File: config.mk
export PLATFORM = sky130hd
export DESIGN_NAME = phy_setup_register_interface
export DESIGN_NICKNAME = d
export VERILOG_FILES = /design/src/logic/powerup_reset_timer.v /design/src/logic/phy_setup_register_interface.v
export VERILOG_INCLUDE_DIRS = /design/src /design/src/logic
export SDC_FILE = /design/constraint.sdc
export NUM_CORES = 1
export LEC_CHECK = 0
export BUFFER_PORTS_ARGS = -buffer_cell sky130_fd_sc_hd__buf_2
export CELL_PAD_IN_SITES_DETAIL_PLACEMENT = 1
export CELL_PAD_IN_SITES_GLOBAL_PLACEMENT = 1
export CORE_AREA = 3 3 127 129
export DETAILED_ROUTE_END_ITERATION = 16
export DIE_AREA = 0 0 130 132
export MAX_ROUTING_LAYER = met4
export PLACE_DENSITY = 0.78
export SLEW_MARGIN = 40
export SYNTH_ARGS = -nofsm -noshare
export SYNTH_HDL_FRONTEND = slang
export SYNTH_HIERARCHICAL = 1
export SYNTH_SLANG_ARGS = --single-unit
File: constraint.sdc
create_clock -name i_clock -period 1.8 [get_ports i_clock]
set_clock_uncertainty 0.1 [all_clocks]
set_input_delay 0.36 -clock i_clock [delete_from_list [all_inputs] [get_ports i_clock]]
set_output_delay 0.36 -clock i_clock [all_outputs]
set_load 0.005 [all_outputs]
File: src/logic/phy_setup_consts.vh
// Purpose: shared offsets, field positions, reset values and timing for the phy setup block
// Assumes: 100 MHz system clock
// Notes:   definitions only
`ifndef PHY_SETUP_CONSTS_VH
`define PHY_SETUP_CONSTS_VH

// register word indices on the plain register port
`define ADDR_WIDTH            3
`define ADDR_PHY_CONTROL      3'h0
`define ADDR_IDENT_WORD1      3'h1
`define ADDR_IDENT_WORD2      3'h2
`define ADDR_MGMT_ADDRESS     3'h3
`define ADDR_PHY_STATUS       3'h4

// control, status and management address register fields
`define CTRL_RESERVED_ONE_BIT 15
`define CTRL_RESET_N_BIT      14
`define CTRL_CLKSEL_BIT       13
`define CTRL_MODE_MSB         2
`define CTRL_MODE_LSB         0
`define STATUS_POWERUP_BIT    15
`define MGMT_ADDRESS_MSB      4

// reset values: power-on keeps the phy powered down, standby loads the fixed image
`define CTRL_POR_VALUE        16'hc006
`define CTRL_STANDBY_VALUE    16'hc000
`define WORD_CLEAR_VALUE      16'h0000

// link mode codes
`define MODE_10_HALF          3'h0
`define MODE_10_FULL          3'h1
`define MODE_100_HALF         3'h2
`define MODE_100_FULL         3'h3
`define MODE_AN_100_HALF      3'h4
`define MODE_RESERVED         3'h5
`define MODE_POWER_DOWN       3'h6
`define MODE_AN_ALL           3'h7

// timing
`define CLOCK_FREQ_MHZ        100
`define POWERUP_RESET_TIME_US 21000
`define POWERUP_RESET_CYCLES  (`POWERUP_RESET_TIME_US * `CLOCK_FREQ_MHZ)

`endif

File: src/logic/powerup_reset_timer.v
// Purpose: synchronise the analog supply detect pin and time the power-up reset window
// Assumes: i_supply_good is asynchronous to i_clock
// Notes:   the window restarts on every detected power-up
`timescale 1ns/1ps
`default_nettype none

module powerup_reset_timer
#(
  parameter integer HOLD_CYCLES = 2100000,
  parameter integer COUNT_WIDTH = 22
)
(
  // clock and reset
  input  wire i_clock,
  input  wire i_reset,
  // supply detect pin
  input  wire i_supply_good,
  // status
  output reg  o_active
);

  reg                   sync1;
  reg                   sync2;
  reg                   sync3;
  reg                   supply_level;
  reg [COUNT_WIDTH-1:0] remaining;

  localparam integer           LAST_INT   = HOLD_CYCLES - 1;
  localparam [COUNT_WIDTH-1:0] LAST_COUNT = LAST_INT[COUNT_WIDTH-1:0];

  // three-stage synchroniser; sync1 feeds sync2 only
  always @(posedge i_clock)
  begin
    sync1 <= i_supply_good;
    sync2 <= sync1;
    sync3 <= sync2;
  end

  // a new level counts only once stages two and three agree, filtering a one-sample glitch
  always @(posedge i_clock)
  begin
    if (i_reset)
      supply_level <= 1'b0;
    else if (sync2 == sync3)
      supply_level <= sync3;
  end

  // the bit is one from power-on and again on each rising supply, for exactly the hold time
  always @(posedge i_clock)
  begin
    if (i_reset)
    begin
      o_active  <= 1'b1;
      remaining <= LAST_COUNT;
    end
    else if ((sync2 == sync3) && sync3 && !supply_level)
    begin
      o_active  <= 1'b1;
      remaining <= LAST_COUNT;
    end
    else if (o_active)
    begin
      if (remaining == {COUNT_WIDTH{1'b0}})
        o_active <= 1'b0;
      else
        remaining <= remaining - {{(COUNT_WIDTH-1){1'b0}}, 1'b1};
    end
  end

endmodule

`default_nettype wire

File: src/logic/phy_setup_register_interface.v
// Purpose: register bank that configures and monitors the on-chip ethernet phy
// Assumes: one 100 MHz clock, synchronous active-high power-on reset, standby level
//          from logic on the same clock
// Notes:   configuration reaches the phy only at the release of its module reset
//
// Contract
// - written control fields reach the phy only through a module reset.
// - entering standby loads the control register with c000.
// - top control bit always reads one; software writes one there.
// - module reset bit defaults one; zero holds phy reset, one releases.
// - clock select defaults zero internal clock; one selects external phy clock.
// - mode codes 000 to 011 fix speed and duplex, auto-negotiation off.
// - mode 100 advertises 100 half only; 111 advertises everything.
// - mode 110 is default power-down; software never programs 101.
// - 100 half duplex senses carrier on transmit and receive; full on receive.
// - identifier word one register feeds phy register 2 at module reset.
// - identifier word two register feeds phy register 3 at module reset.
// - identifier and address registers clear to zero on standby.
// - address bits 4..0 hold management address; bits 15..5 read zero.
// - status bit 15 rises on supply power-up, stays 21 ms, clears.
// - status register is 16-bit read-only; bits 14..0 read zero.
// - power-on reset returns every register to its initial value.
//
// Implementation choices: the strobed register port and the register addresses.
`timescale 1ns/1ps
`default_nettype none
`include "phy_setup_consts.vh"

module phy_setup_register_interface
#(
  parameter integer POWERUP_RESET_CYCLES = `POWERUP_RESET_CYCLES,
  parameter integer POWERUP_COUNT_WIDTH  = 22
)
(
  // clock and power-on reset
  input  wire                   i_clock,
  input  wire                   i_reset,
  // device standby level
  input  wire                   i_standby,
  // analog supply detect pin
  input  wire                   i_supply_good,
  // register port
  input  wire [`ADDR_WIDTH-1:0] i_address,
  input  wire [15:0]            i_write_data,
  input  wire                   i_write_strobe,
  input  wire                   i_read_strobe,
  output reg  [15:0]            o_read_data,
  // phy module control
  output wire                   o_module_reset_n,
  output reg                    o_clock_select_external,
  // sampled startup settings
  output reg  [2:0]             o_startup_link_mode,
  output reg  [15:0]            o_ident_word1_value,
  output reg  [15:0]            o_ident_word2_value,
  output reg  [4:0]             o_mgmt_address_value,
  // decoded startup mode
  output reg                    o_autoneg_enable,
  output reg                    o_speed_100,
  output reg                    o_full_duplex,
  output reg                    o_advertise_all,
  output reg                    o_power_down,
  output reg                    o_carrier_on_transmit,
  // phy status
  output wire                   o_powerup_reset_active
);

  //////////////////////////////////////////////////////////////////////////////////////////////

  // software-visible storage, and the previous module reset level
  reg        module_reset_n;
  reg        clock_select;
  reg [2:0]  link_mode;
  reg [15:0] ident_word1;
  reg [15:0] ident_word2;
  reg [4:0]  mgmt_address;
  reg        module_reset_n_prev;

  // access decode
  wire write_control;
  wire write_ident1;
  wire write_ident2;
  wire write_address;
  wire release_edge;

  // decoded form of the link mode held in the register
  reg next_autoneg;
  reg next_speed_100;
  reg next_full_duplex;
  reg next_advertise_all;
  reg next_power_down;
  reg next_carrier_on_tx;

  // read assembly
  reg  [15:0] next_read_data;
  wire [15:0] control_image;
  wire [15:0] status_image;
  wire        powerup_active;

  // fixed images held as sized constants, so that single fields can be picked out of them
  localparam [15:0] CONTROL_POR     = `CTRL_POR_VALUE;
  localparam [15:0] CONTROL_STANDBY = `CTRL_STANDBY_VALUE;
  localparam [15:0] WORD_CLEAR      = `WORD_CLEAR_VALUE;

  //////////////////////////////////////////////////////////////////////////////////////////////

  // write strobes per register; standby takes priority so these are gated there
  assign write_control = i_write_strobe && !i_standby && (i_address == `ADDR_PHY_CONTROL);
  assign write_ident1  = i_write_strobe && !i_standby && (i_address == `ADDR_IDENT_WORD1);
  assign write_ident2  = i_write_strobe && !i_standby && (i_address == `ADDR_IDENT_WORD2);
  assign write_address = i_write_strobe && !i_standby && (i_address == `ADDR_MGMT_ADDRESS);

  //////////////////////////////////////////////////////////////////////////////////////////////

  // control register; the reserved top bit is not stored, it is forced in the read image
  always @(posedge i_clock)
  begin
    if (i_reset)
    begin
      module_reset_n <= CONTROL_POR[`CTRL_RESET_N_BIT];
      clock_select   <= CONTROL_POR[`CTRL_CLKSEL_BIT];
      link_mode      <= CONTROL_POR[`CTRL_MODE_MSB:`CTRL_MODE_LSB];
    end
    else if (i_standby)
    begin
      module_reset_n <= CONTROL_STANDBY[`CTRL_RESET_N_BIT];
      clock_select   <= CONTROL_STANDBY[`CTRL_CLKSEL_BIT];
      link_mode      <= CONTROL_STANDBY[`CTRL_MODE_MSB:`CTRL_MODE_LSB];
    end
    else if (write_control)
    begin
      module_reset_n <= i_write_data[`CTRL_RESET_N_BIT];
      clock_select   <= i_write_data[`CTRL_CLKSEL_BIT];
      link_mode      <= i_write_data[`CTRL_MODE_MSB:`CTRL_MODE_LSB];
    end
  end

  // identifier words; full 16-bit read/write
  always @(posedge i_clock)
  begin
    if (i_reset)
    begin
      ident_word1 <= `WORD_CLEAR_VALUE;
      ident_word2 <= `WORD_CLEAR_VALUE;
    end
    else if (i_standby)
    begin
      ident_word1 <= `WORD_CLEAR_VALUE;
      ident_word2 <= `WORD_CLEAR_VALUE;
    end
    else
    begin
      if (write_ident1)
        ident_word1 <= i_write_data;
      if (write_ident2)
        ident_word2 <= i_write_data;
    end
  end

  // management address; only the low five bits exist, the rest are dropped on write
  always @(posedge i_clock)
  begin
    if (i_reset)
      mgmt_address <= WORD_CLEAR[`MGMT_ADDRESS_MSB:0];
    else if (i_standby)
      mgmt_address <= WORD_CLEAR[`MGMT_ADDRESS_MSB:0];
    else if (write_address)
      mgmt_address <= i_write_data[`MGMT_ADDRESS_MSB:0];
  end

  //////////////////////////////////////////////////////////////////////////////////////////////

  // the module reset goes straight to the phy; it is the one field that is not deferred
  assign o_module_reset_n = module_reset_n;

  // remember the previous reset level to find the release
  always @(posedge i_clock)
  begin
    if (i_reset)
      module_reset_n_prev <= CONTROL_POR[`CTRL_RESET_N_BIT];
    else
      module_reset_n_prev <= module_reset_n;
  end

  assign release_edge = module_reset_n && !module_reset_n_prev;

  //////////////////////////////////////////////////////////////////////////////////////////////

  // decode of the register's mode code; reserved 101 is treated as power-down so a
  // stray write cannot bring up a link in an undefined configuration
  always @*
  begin
    next_autoneg       = 1'b0;
    next_speed_100     = 1'b0;
    next_full_duplex   = 1'b0;
    next_advertise_all = 1'b0;
    next_power_down    = 1'b0;
    next_carrier_on_tx = 1'b0;
    case (link_mode)
      `MODE_10_HALF:
      begin
        next_carrier_on_tx = 1'b1;
      end
      `MODE_10_FULL:
      begin
        next_full_duplex = 1'b1;
      end
      `MODE_100_HALF:
      begin
        next_speed_100     = 1'b1;
        next_carrier_on_tx = 1'b1;
      end
      `MODE_100_FULL:
      begin
        next_speed_100   = 1'b1;
        next_full_duplex = 1'b1;
      end
      `MODE_AN_100_HALF:
      begin
        next_autoneg       = 1'b1;
        next_speed_100     = 1'b1;
        next_carrier_on_tx = 1'b1;
      end
      `MODE_AN_ALL:
      begin
        next_autoneg       = 1'b1;
        next_advertise_all = 1'b1;
        next_speed_100     = 1'b1;
        next_full_duplex   = 1'b1;
      end
      `MODE_POWER_DOWN:
      begin
        next_power_down = 1'b1;
      end
      default:
      begin
        next_power_down = 1'b1;
      end
    endcase
  end

  //////////////////////////////////////////////////////////////////////////////////////////////

  // startup settings seen by the phy; refreshed only when its reset is released, so a
  // write during normal running changes the register but not the phy
  always @(posedge i_clock)
  begin
    if (i_reset)
    begin
      o_clock_select_external <= CONTROL_POR[`CTRL_CLKSEL_BIT];
      o_startup_link_mode     <= CONTROL_POR[`CTRL_MODE_MSB:`CTRL_MODE_LSB];
      o_ident_word1_value     <= `WORD_CLEAR_VALUE;
      o_ident_word2_value     <= `WORD_CLEAR_VALUE;
      o_mgmt_address_value    <= WORD_CLEAR[`MGMT_ADDRESS_MSB:0];
      o_autoneg_enable        <= 1'b0;
      o_speed_100             <= 1'b0;
      o_full_duplex           <= 1'b0;
      o_advertise_all         <= 1'b0;
      o_power_down            <= 1'b1;
      o_carrier_on_transmit   <= 1'b0;
    end
    else if (release_edge)
    begin
      o_clock_select_external <= clock_select;
      o_startup_link_mode     <= link_mode;
      o_ident_word1_value     <= ident_word1;
      o_ident_word2_value     <= ident_word2;
      o_mgmt_address_value    <= mgmt_address;
      o_autoneg_enable        <= next_autoneg;
      o_speed_100             <= next_speed_100;
      o_full_duplex           <= next_full_duplex;
      o_advertise_all         <= next_advertise_all;
      o_power_down            <= next_power_down;
      o_carrier_on_transmit   <= next_carrier_on_tx;
    end
  end

  //////////////////////////////////////////////////////////////////////////////////////////////

  // power-up reset window of the analog supplies
  powerup_reset_timer
  #(
    .HOLD_CYCLES (POWERUP_RESET_CYCLES),
    .COUNT_WIDTH (POWERUP_COUNT_WIDTH)
  )
  u_powerup_reset_timer
  (
    .i_clock       (i_clock),
    .i_reset       (i_reset),
    .i_supply_good (i_supply_good),
    .o_active      (powerup_active)
  );

  // software polls this bit low before setting up the phy
  assign o_powerup_reset_active = powerup_active;

  //////////////////////////////////////////////////////////////////////////////////////////////

  // read images; unused bits are constant zero, the reserved control bit constant one
  assign control_image = {1'b1,
                          module_reset_n,
                          clock_select,
                          10'h000,
                          link_mode};

  assign status_image = {powerup_active, 15'h0000};

  // read multiplexer; unmapped indices read zero
  always @*
  begin
    next_read_data = 16'h0000;
    case (i_address)
      `ADDR_PHY_CONTROL:
        next_read_data = control_image;
      `ADDR_IDENT_WORD1:
        next_read_data = ident_word1;
      `ADDR_IDENT_WORD2:
        next_read_data = ident_word2;
      `ADDR_MGMT_ADDRESS:
        next_read_data = {11'h000, mgmt_address};
      `ADDR_PHY_STATUS:
        next_read_data = status_image;
      default:
        next_read_data = 16'h0000;
    endcase
  end

  // read data stands for one cycle after the strobe, zero otherwise
  always @(posedge i_clock)
  begin
    if (i_reset)
      o_read_data <= 16'h0000;
    else if (i_read_strobe)
      o_read_data <= next_read_data;
    else
      o_read_data <= 16'h0000;
  end

endmodule

`default_nettype wire

# After elaboration in Yosys (flattened, before gate mapping)
# Index checks and enable logic that the tools add are counted.
[classes] addsub=1 n_eq_ne=10 mux=11 bitwise=2 reduce_logical=24
[op_table] op="16-bit case mux with 5 select lines" n=1
[op_table] op="22-bit logical NOT" n=1
[op_table] op="22-bit by 1-bit subtractor with 22-bit output, second input constant" n=1
[op_table] op="3-bit by 2-bit == test with 1-bit output, second input constant" n=4
[op_table] op="3-bit == test, second input constant" n=3
[op_table] op="1-bit logical AND" n=8
[op_table] op="1-bit 2-to-1 mux" n=8
[op_table] op="2-bit OR reduction" n=4
[op_table] op="3-bit by 1-bit == test with 1-bit output, second input constant" n=2
[op_table] op="3-bit logical NOT" n=2
[op_table] op="3-bit 2-to-1 mux" n=2
[op_table] op="3-bit OR reduction" n=2
[op_table] op="6-bit OR reduction" n=1
[op_table] op="4-bit OR reduction" n=1
[op_table] op="1-bit logical NOT" n=3
[op_table] op="1-bit NOT" n=2
[op_table] op="2-bit AND reduction" n=1
[op_table] op="2-bit nonzero test" n=1
[op_table] op="1-bit == test" n=1
[word_totals] ff_bits=133 input_bits=25 wordCells=74

# Longest topological paths before layout
# Gate-level depths: netlist of the first run.
[depth] word_depth=5 ltp_mapped=8 mapped_depth_nobuf=7

# Cells and area by module
# The synthesis of the first run kept the hierarchy.
[by_module_without_submodules] module="phy_setup_register_interface" n_inst=1 cells_each=438 area_per_inst_um2=3972.6 seq_area_each_um2=2122.0
[by_module_without_submodules] module="powerup_reset_timer" n_inst=1 cells_each=136 area_per_inst_um2=1257.5 seq_area_each_um2=540.5

# Least setup slack after synthesis of the first run
# OpenSTA, ideal clock, no wires.
[synth_timing] path_kind="reg2reg" from="reg u_powerup_reset_timer.remaining[0]" to="reg u_powerup_reset_timer.remaining[2]" setup_ns=0.150 arrival_time_ns=1.719 t_required_ns=1.550 path_slack_ns=-0.168 path_stages_with_launch=9 path_cell_list="dfxtp_1 inv_1 ha_1 or4b_1 nor4_4 buf_4 a21oi_1 a21oi_1 o21ai_0"
[synth_between] elab_chain_cells=3 elab_cells_between_ends=4 cone_classes="add/sub (1); bitwise (1); reduce/logical (2)"
[synth_rtl] item="start: declaration" line="powerup_reset_timer.v:26" source="reg [COUNT_WIDTH-1:0] remaining;"
[synth_rtl] item="start signal: assignment" line="powerup_reset_timer.v:66" source="remaining <= remaining - {{(COUNT_WIDTH-1){1'b0}}, 1'b1};"
[synth_rtl] item="branches (longest 3 deep; another with 22-bit by 1-bit subtractor with 22-bit output)"
# Parallel ways; which one is timed is not known.
# A chain may end at the register's enable or synchronous reset.

# Final worst setup path of the first run
[layout_timing] from="reg u_powerup_reset_timer.remaining[1]" to="reg u_powerup_reset_timer.remaining[9]"
# Same word-level chain as after synthesis.

==> results of run 1 <==
==> layout make-up <==
cell class,count,area (um^2),area share
well taps,188,235.2,0.03287
repair buffers,160,1061,0.1483
inverters,6,22.52,0.003147
clock inverters,10,130.1,0.01819
clock buffers,22,454.2,0.06347
flip-flops and latches,133,2665,0.3724
multi-input cells,400,2587,0.3616
==> Yosys cell counts (all sizes together) (7+ instances only) <==
cell / number / area share
a21oi: 55 / 0.054
a22oi: 10 / 0.014
buf: 21 / 0.027
clkbuf: 14 / 0.010
dfxtp: 133 / 0.51
mux2i: 43 / 0.082
nand2: 155 / 0.11
nand3: 7 / 0.0067
nor2: 33 / 0.025
nor2b: 9 / 0.011
nor4: 8 / 0.017
o21ai: 9 / 0.0086
xnor2: 12 / 0.020
==> stage by stage <==
step	hold WS, ns	area (um^2)
after floorplan	0.2096	5265
after global placement	0.2161	6198
after detailed placement	0.2213	6198
after CTS	0.1085	6982
after global routing	0.1066	7156
final	0.1156	7156
==> tightest hold or removal path: cells and delay by family <==
kind / cells / cell delay [ns]
buffers and inverters: 1 / 0.10
muxes: 1 / 0.07
and+or+nand+nor: 1 / 0.06
==> sequential cells by signal, indices dropped and copies added (netlist names), 3 cells and up <==
register and cells:
u_powerup_reset_timer/remaining 22, ident_word1 16, ident_word2 16, o_ident_word1_value 16
o_ident_word2_value 16, o_read_data 16, mgmt_address 5, o_mgmt_address_value 5
link_mode 3, o_startup_link_mode 3
==> kinds of logic (layout without fill, tap and decap cells) <==
| group | Yosys count | after routing | share of synthesized area |
|---|---|---|---|
| compound gates | 89 | 89 | 0.1029 |
| xor+xnor | 12 | 12 | 0.02010 |
| fa+ha+maj | 2 | 2 | 0.004784 |
| buf+inv | 41 | 198 | 0.04139 |
| flops | 133 | 133 | 0.5091 |
| mux | 48 | 48 | 0.09952 |
| simple gates | 249 | 249 | 0.2222 |
==> power breakdown <==
part	switching, mW	internal, mW	leakage, nW	total (mW)
Sequential	0.0232	2.97	1.07	2.99
Combinational	0.165	0.110	1.58	0.275
Clock	1.28	2.20	0.284	3.48
==> cell usage in the layout (no fill, tap or decap), types with 3 or more instances in the layout <==
master and count:
bufinv_16 3, buf_2 89, nor3_2 3, nor2b_1 8, and3_1 5, dfxtp_1 131, nand4_1 4, mux2i_1 43
a21oi_4 3, nand2_2 3, buf_4 58, or2_2 3, a21oi_1 48, clkbuf_1 4, inv_1 4, nand3b_1 3
xnor2_1 10, nand3_1 6, buf_6 8, clkinv_2 5, nand2_1 152, clkbuf_16 17, buf_12 4, a21oi_2 4
mux4_2 3, a22oi_1 10, o21ai_0 5, nor4_4 5, nor4_2 3, nor2_1 30
==> timing repair <==
item,in CTS,in global routing
pin swaps,14,22
endpoints found under the setup margin,20,23
hold endpoints to repair,1,0
hold buffers,1,0
setup buffers,14,8
gates cloned,0,0
resized for setup,21,28
==> final timing paths <==
kind                                                    startpoint  depth (start not counted)  slack (ns)                            endpoint
worst max-delay path            u_powerup_reset_timer/remaining[1]                          9       -0.37  u_powerup_reset_timer/remaining[9]
worst min-delay path                               i_write_data[7]                          3        0.12                      ident_word1[7]
worst max register to register  u_powerup_reset_timer/remaining[1]                          9       -0.37  u_powerup_reset_timer/remaining[9]
worst min register to register         u_powerup_reset_timer/sync1                          0        0.24         u_powerup_reset_timer/sync2
==> metal layers <==
metal	share of wire	vias to the layer above
met5	0	-
met4	0.032	0
met3	0.043	43
met2	0.50	146
met1	0.43	2306
li1	-	2234
==> summary.txt, run 1 <==
Run status
  – Outcome: finished with violations
  – Violated checks: negative setup slack

CTS
  – # H-tree levels: 4
  – Cts bufs inserted: 17
  – Clock Sinks: 133
  – Worst-path clk slew: 0.06 ns
  – TritonCTS clock tree: done
  – Clock buffer depth: 2
  – Root Driver: clkbuf_16
  – Skew-Pair Late Insertion Delay: 0.42 ns

Yosys
  – Post-synthesis sequential area ratio: 0.5091
  – Syn. warnings: 6
  – Yosys reg bits: 133
  – Distinct cells, synth: 53
  – Ys async rst share: 0
  – Post-Syn Area: 5230 um^2
  – Number of synthesized flops with an enable pin: 0
  – Primary FF master, synth: dfxtp_1
  – Cells after synthesis: 574
  – Net Count, Synth: 601
  – Syn_area_per_cell: 9.112 um^2

Global routing
  – Met3 Use GR: 0.05227
  – First-pass GRT wire length: 26480 um
  – Antenna violations before repair: 0
  – All-Layer GR Usage: 0.2020
  – Busiest grt layer: met2
  – Pin count of the biggest net entering global routing: 56
  – M1 GR Usage: 0.2402
  – M2 GR Usage: 0.3284
  – Remaining Overflow, GRT: 0
  – Number of global-route vias before repair: 5050

Critical path
  – Setup CP Type: flip-flop to flip-flop
  – CP max stage cell: or4b_4
  – Crit-path max cell delay: 0.49 ns
  – Worst Path Arrival: 2.43 ns
  – Critical path endpoint category: flip-flop
  – Worst Setup Start Kind: flip-flop
  – Delay-heaviest family, CP: simple AND/OR/NAND/NOR gates
  – Most frequent CP cell: buf_4
  – Required @ worst endpoint: 2.06 ns
  – Worst path cell trace: inv_2 > ha_4 > or4b_4 > nor4_4 > buf_4 > a2111o_1 > buf_4 > o21ai_2 > nand3_1
  – Crit Path Max Fanout: 7
  – Buffers and inverters on the worst path: 3

Run
  – Max cap viols: 0

Die
  – Core area: 15150 um^2
  – Die span in y: 132 um
  – Cell row count: 45
  – Die area: 17160 um^2
  – Num ports: 90
  – Die width: 130 um
  – Initial core utilization: 0.3453

Placed design
  – Detail Placement HPWL: 11060 um
  – Placer Congestion: 0.8161
  – Place WS: -0.2587 ns
  – Port buffer count: 89
  – Dpl cells: 869

Route
  – DRT Pass-1 Iters: 4
  – Vias: 4729
  – Wire length per cell: 18.87 um
  – Drt initial violations: 276
  – ANT nets after route: 0
  – DRC viols: 0
  – DRT Wirelength: 17340 um
  – Vias per Instance: 5.146

STA
  – Fmax: 460.8 MHz
  – Worst slew margin: 0.6130
  – Slew Limit Fails: 0
  – Setup WS post-layout: -0.3703 ns
  – Worst-Margin Slew: 0.5791 ns
  – Sum of negative setup slack: -5.294 ns
  – Min Tclk post-route: 2.170 ns
  – Endpoints failing hold: 0
  – RSZ-0062 raised after global routing: yes
  – Endpoints failing setup: 23
  – Tcrit/Tclk final: 1.206

Power
  – Power Total: 6.740 mW
  – Leak pwr: 2.939 nW
  – Maximum VDD drop: 0.7469 mV
  – Power per Cell Area: 941.9 nW/um^2

Final layout
  – # fillers: 1724
  – N_diodes: 0
  – Layout area overhead: 36.82%
  – Share of cells above drive strength 1: 0.3324
  – Util after Layout: 0.4724
  – Finished Layout Cells: 919
  – Final #Nets: 745

Min path
  – Worst hold-check path type: input pin to flip-flop
Note: power is estimated with default switching activity, not from simulation.
==> inputs of run 2 (changes only) <==
PLACE_DENSITY = 0.75   (was 0.78)
clock period = 2.14 ns   (was 1.8 ns; I/O delays follow)
==> run 2 against run 1 <==
Compared with the run above: the run now ends clean; first-iteration DRC count shrank 15%; routed wire length shrank 16%; clock-buffer cell count down 1; register-to-register slack better by 0.47 ns; sequential share of layout area rose by 3.3 points; flip-flop and latch count did not move; non-clock buffer count is 50 lower; worst hold slack improved by 0.074 ns; critical path depth fell by 4; critical path type unchanged; critical endpoint is now u_powerup_reset_timer/remaining[16]; largest cell class unchanged; largest power group unchanged; highest routed layer unchanged.
==> summary.txt, run 2 (synthesis gave the netlist of run 1 again) <==
Run status
  – Outcome: finished, final reports clean

Die
  – Die width: 130 um
  – Cell row count: 45
  – Core area: 15150 um^2
  – Num ports: 90
  – Initial core utilization: 0.3453
  – Die area: 17160 um^2
  – Die span in y: 132 um

Final layout
  – N_diodes: 0
  – FF+latch area: 2665 um^2
  – Area of the multi-input gates: 2379 um^2
  – Max reg flops: 22
  – Finished Layout Cells: 868
  – # fillers: 1761
  – Post-Layout Inst Area: 6571 um^2
  – Util after Layout: 0.4339
  – Most common cell after layout, fill and taps aside: nand2_1
  – Share of cells above drive strength 1: 0.2500
  – Most frequent cells in the layout: nand2_1, dfxtp_1, buf_2
  – Layout area overhead: 25.65%
  – Biggest register: u_powerup_reset_timer/remaining
  – Final #Nets: 695

Critical path
  – Worst Path Arrival: 2.23 ns
  – Crit Path Max Fanout: 9
  – Worst Setup Start Kind: flip-flop
  – Critical path endpoint category: flip-flop
  – Required @ worst endpoint: 2.33 ns
  – Flop2flop setup slack: 0.1 ns
  – Setup CP Type: flip-flop to flip-flop

Power
  – Power per Cell Area: 893.3 nW/um^2
  – Power share of the clock group: 0.537
  – Switching Share: 0.2135
  – Combinational power share: 0.035
  – Flop pwr share: 0.428
  – Leak pwr: 2.677 nW
  – Sw Pwr: 1.253 mW
  – Maximum VDD drop: 0.5698 mV
  – Pint: 4.617 mW

STA
  – Fmax: 490.2 MHz
  – Worst slew margin: 0.6356
  – Endpoints failing hold: 0
  – Endpoints failing setup: 0
  – Hold WS: 0.1896 ns
  – Slew Limit Fails: 0
  – Min Tclk post-route: 2.040 ns
  – Tcrit/Tclk final: 0.9533
  – Worst-Margin Slew: 0.5466 ns
  – RSZ-0062 raised after global routing: yes

CTS
  – # H-tree levels: 4
  – Root Driver: clkbuf_16
  – Skew-Pair Late Insertion Delay: 0.42 ns
  – TritonCTS clock tree: done
  – Clock Sinks: 133
  – Cts bufs inserted: 17
  – Clock buffer depth: 2
  – Worst-path clk slew: 0.06 ns

Placed design
  – Port buffer count: 89
  – Dpl cells: 835
  – Area after DPL: 5899 um^2
  – Placer Congestion: 0.8356
  – Detail Placement HPWL: 10410 um

Min path
  – Worst hold-check path type: input pin to flip-flop

Route
  – DRT Wirelength: 14610 um
  – Vias: 4400
  – ANT nets after route: 0
  – DRC viols: 0
  – Drt initial violations: 234
  – DRT Pass-1 Iters: 5
  – Wire length per cell: 16.83 um
  – Vias per Instance: 5.069

Global routing
  – Number of global-route vias before repair: 4558
  – Pin count of the biggest net entering global routing: 32
  – Remaining Overflow, GRT: 0
  – All-Layer GR Usage: 0.1817
  – Antenna violations before repair: 0
  – First-pass GRT wire length: 23890 um

Run
  – Max cap viols: 0
[run 2: changes by cell type in the layout (fill, tap and decap cells not counted), moves of 5 or more]
cell	before	now
nor4_1	0	5
buf_6	8	0
buf_4	58	18
nor3_1	0	5
clkinv_2	5	0
[run 2: timing repair]
action,4_1_cts,5_1_grt
buffers inserted,1,0
pin swaps,3,5
endpoints found under the setup margin,1,17
endpoints found under the hold margin,1,0
hold buffers,1,0
resized for setup,6,1
[run 2: critical path, cell delays in order (launching register included)]
cell	delay [ns]
dfxtp_1	0.35
nor4_4	0.48
nand4_1	0.29
a2111oi_2	0.45
xnor2_1	0.18
nor2_1	0.05
[run 2: stage by stage]
stage	setup WS (ns)	power [mW]	setup TNS [ns]
floorplan	0.1716	2.680	0
global placement	0.1351	2.754	0
detailed placement	0.03598	2.767	0
CTS	0.001528	5.927	0
global route	-0.07585	6.053	-0.2014
finish	0.09999	5.870	0
[run 2: power by group through the flow]
stage	Combinational (mW)	Clock, mW	Sequential (mW)
floorplan	0.123	0	2.56
global placement	0.191	0	2.56
detailed placement	0.200	0	2.57
CTS	0.206	3.21	2.51
global route	0.226	3.31	2.51
finish	0.205	3.15	2.51
[run 2: worst paths after layout]
path,endpoint,start,cells after the start
setup / recovery,u_powerup_reset_timer/remaining[16],u_powerup_reset_timer/remaining[6],5
hold / removal,ident_word2[10],i_write_data[10],3
setup reg to reg,u_powerup_reset_timer/remaining[16],u_powerup_reset_timer/remaining[6],5
hold reg to reg,u_powerup_reset_timer/sync2,u_powerup_reset_timer/sync1,0
[run 2: cell type report]
cell class | count | share of cell area
Timing Repair Buffer | 110 | 0.09596
Clock inverter | 10 | 0.02570
Clock buffer | 21 | 0.07159
Multi-Input combinational cell | 400 | 0.3620
Sequential cell | 133 | 0.4056
Tap cell | 188 | 0.03580
Inverter | 6 | 0.003427
[run 2: routing by layer]
| layer | track usage | wire, um | up-vias |
|---|---|---|---|
| li1 | - | - | 2137 |
| met1 | 0.2284 | 6591 | 2131 |
| met2 | 0.2857 | 7165 | 109 |
| met3 | 0.03809 | 588 | 23 |
| met4 | 0.06986 | 267 | 0 |
| met5 | - | 0 | - |
==> inputs of run 3 (changes only) <==
CELL_PAD_IN_SITES_DETAIL_PLACEMENT = not set   (was 1)
CELL_PAD_IN_SITES_GLOBAL_PLACEMENT = not set   (was 1)
PLACE_DENSITY = 0.62   (was 0.75)
==> run 3 against run 2 <==
Compared with the run above: sequential power about the same; maximum frequency down 1.4%; critical path type unchanged; power up 0.27%.
==> summary.txt, run 3 (synthesis gave the netlist of run 1 again) <==
Die
  – Die width: 130 um
  – Core area: 15150 um^2
  – Num ports: 90
  – Die area: 17160 um^2
  – Initial core utilization: 0.3453
  – Cell row count: 45
  – Die span in y: 132 um

STA
  – Slew Limit Fails: 0
  – RSZ-0062 raised after global routing: yes
  – Tcrit/Tclk final: 0.9668
  – Sum of negative setup slack: 0 ns
  – Worst slew margin: 0.6180
  – Endpoints failing hold: 0
  – Fmax: 483.3 MHz
  – Min Tclk post-route: 2.069 ns
  – Endpoints failing setup: 0
  – Worst-Margin Slew: 0.5585 ns
  – Setup WS post-layout: 0.07108 ns

Critical path
  – Critical path endpoint category: flip-flop
  – Buffers and inverters on the worst path: 1
  – Crit path from: u_powerup_reset_timer/remaining[0]
  – Crit-path max cell delay: 0.48 ns
  – Delay-heaviest family, CP: simple AND/OR/NAND/NOR gates
  – FF-to-FF path depth: 5
  – Flop2flop setup slack: 0.07 ns
  – Worst Path Arrival: 2.31 ns
  – Critical path destination: u_powerup_reset_timer/remaining[7]
  – Required @ worst endpoint: 2.38 ns
  – Setup CP Type: flip-flop to flip-flop
  – CP max stage cell: or3_2
  – Crit Path Max Fanout: 7
  – Worst r2r src: u_powerup_reset_timer/remaining[0]
  – Worst Setup Start Kind: flip-flop
  – Number of cells on the critical path: 5
  – Worst R2R End: u_powerup_reset_timer/remaining[7]
  – Worst path cell trace: buf_4 > or3_2 > a2111o_1 > or3_1 > a21oi_1

CTS
  – Cts bufs inserted: 17
  – Root Driver: clkbuf_16
  – Skew-Pair Late Insertion Delay: 0.42 ns
  – Clock buffer depth: 2
  – Worst-path clk slew: 0.06 ns
  – TritonCTS clock tree: done
  – Clock Sinks: 133
  – # H-tree levels: 4

Placed design
  – Detail Placement HPWL: 9408 um
  – Dpl cells: 837
  – Port buffer count: 89
  – Area after DPL: 5927 um^2
  – Placer Congestion: 0.8257
  – Place WS: -0.03451 ns

Run status
  – Outcome: finished, final reports clean

Final layout
  – Most frequent cells in the layout: nand2_1, dfxtp_1, buf_2
  – Max reg flops: 22
  – Final #Nets: 699
  – Share of cells above drive strength 1: 0.2599
  – Layout area overhead: 26.79%
  – Biggest register: u_powerup_reset_timer/remaining
  – Post-Layout Inst Area: 6631 um^2
  – Finished Layout Cells: 873
  – N_diodes: 0
  – Most common cell after layout, fill and taps aside: nand2_1

Power
  – Power share of the clock group: 0.538
  – Flop pwr share: 0.427
  – Leak pwr: 2.706 nW
  – Maximum VDD drop: 0.5506 mV
  – Sw Pwr: 1.328 mW
  – Switching Share: 0.2256
  – Combinational power share: 0.035
  – Pint: 4.558 mW
  – Power per Cell Area: 887.5 nW/um^2
  – Power Total: 5.886 mW

Global routing
  – Number of global-route vias before repair: 4391
  – Pin count of the biggest net entering global routing: 31
  – All-Layer GR Usage: 0.1635
  – First-pass GRT wire length: 21580 um
  – Antenna violations before repair: 0
  – Remaining Overflow, GRT: 0

Route
  – Drt initial violations: 283
  – Wire length per cell: 15.10 um
  – DRT Pass-1 Iters: 5
  – Vias per Instance: 4.973
  – Vias: 4341
  – ANT nets after route: 0
  – DRC viols: 0
  – DRT Wirelength: 13190 um

Run
  – Max cap viols: 0

Min path
  – Worst hold-check path type: input pin to flip-flop
[run 3: changes by cell type in the layout (fill, tap and decap cells not counted), sizes merged]
cell      previous run  this run
clkbuf              21        17
inv                  8        13
clkinv               1         2
buf                109       113
clkinvlp             3         2
[run 3: worst min-delay path by stage]
stage,cells past startpoint,end,from,slack [ns]
after floorplan,0,u_powerup_reset_timer/sync2,u_powerup_reset_timer/sync1,0.21
after global placement,0,u_powerup_reset_timer/sync2,u_powerup_reset_timer/sync1,0.22
after detailed placement,0,u_powerup_reset_timer/sync2,u_powerup_reset_timer/sync1,0.21
after CTS,3,ident_word1[12],i_write_data[12],0.17
after global routing,3,ident_word1[9],i_write_data[9],0.19
final,3,ident_word1[12],i_write_data[12],0.18
[run 3: worst min-delay path, stage by stage]
cell     delay [ns]
buf_2          0.10
nand2_1        0.07
mux2i_1        0.06
[run 3: power by group through the flow]
stage	Combinational (mW)	Sequential (mW)	Clock (mW)
2_1_floorplan	0.123	2.56	0
3_3_place_gp	0.195	2.56	0
3_5_place_dp	0.199	2.56	0
4_1_cts	0.208	2.51	3.22
5_1_grt	0.228	2.51	3.31
6_report	0.207	2.51	3.17
[run 3: through the flow]
stage,hold slack [ns],utilization
4_1_cts,0.1717,0.4365
3_5_place_dp,0.2132,0.3913
6_report,0.1833,0.4378
5_1_grt,0.1880,0.4378
3_3_place_gp,0.2152,0.3913
2_1_floorplan,0.2096,-
[run 3: cell type report]
cell class                      instances  area, um^2
Clock inverter                         15       215.2
Multi-Input combinational cell        400        2395
Inverter                                6       22.52
Clock buffer                           17       425.4
Fill cell                            1473        8514
Timing Repair Buffer                  114       673.1
Tap cell                              188       235.2
Sequential cell                       133        2665
[run 3: routing by layer]
| metal | up-vias | global-route usage | part of all wire |
|---|---|---|---|
| li1 | 2154 | - | - |
| met1 | 2053 | 0.2105 | 0.46 |
| met2 | 119 | 0.2493 | 0.47 |
| met3 | 15 | 0.04335 | 0.053 |
| met4 | 0 | 0.05427 | 0.015 |
| met5 | - | - | 0 |
[run 3: what timing repair did]
item,in CTS,in global routing
endpoints found under the hold margin,1,0
setup buffers,2,1
hold buffers,1,0
pin swaps,5,6
endpoints found under the setup margin,5,13
gates resized for setup,7,3
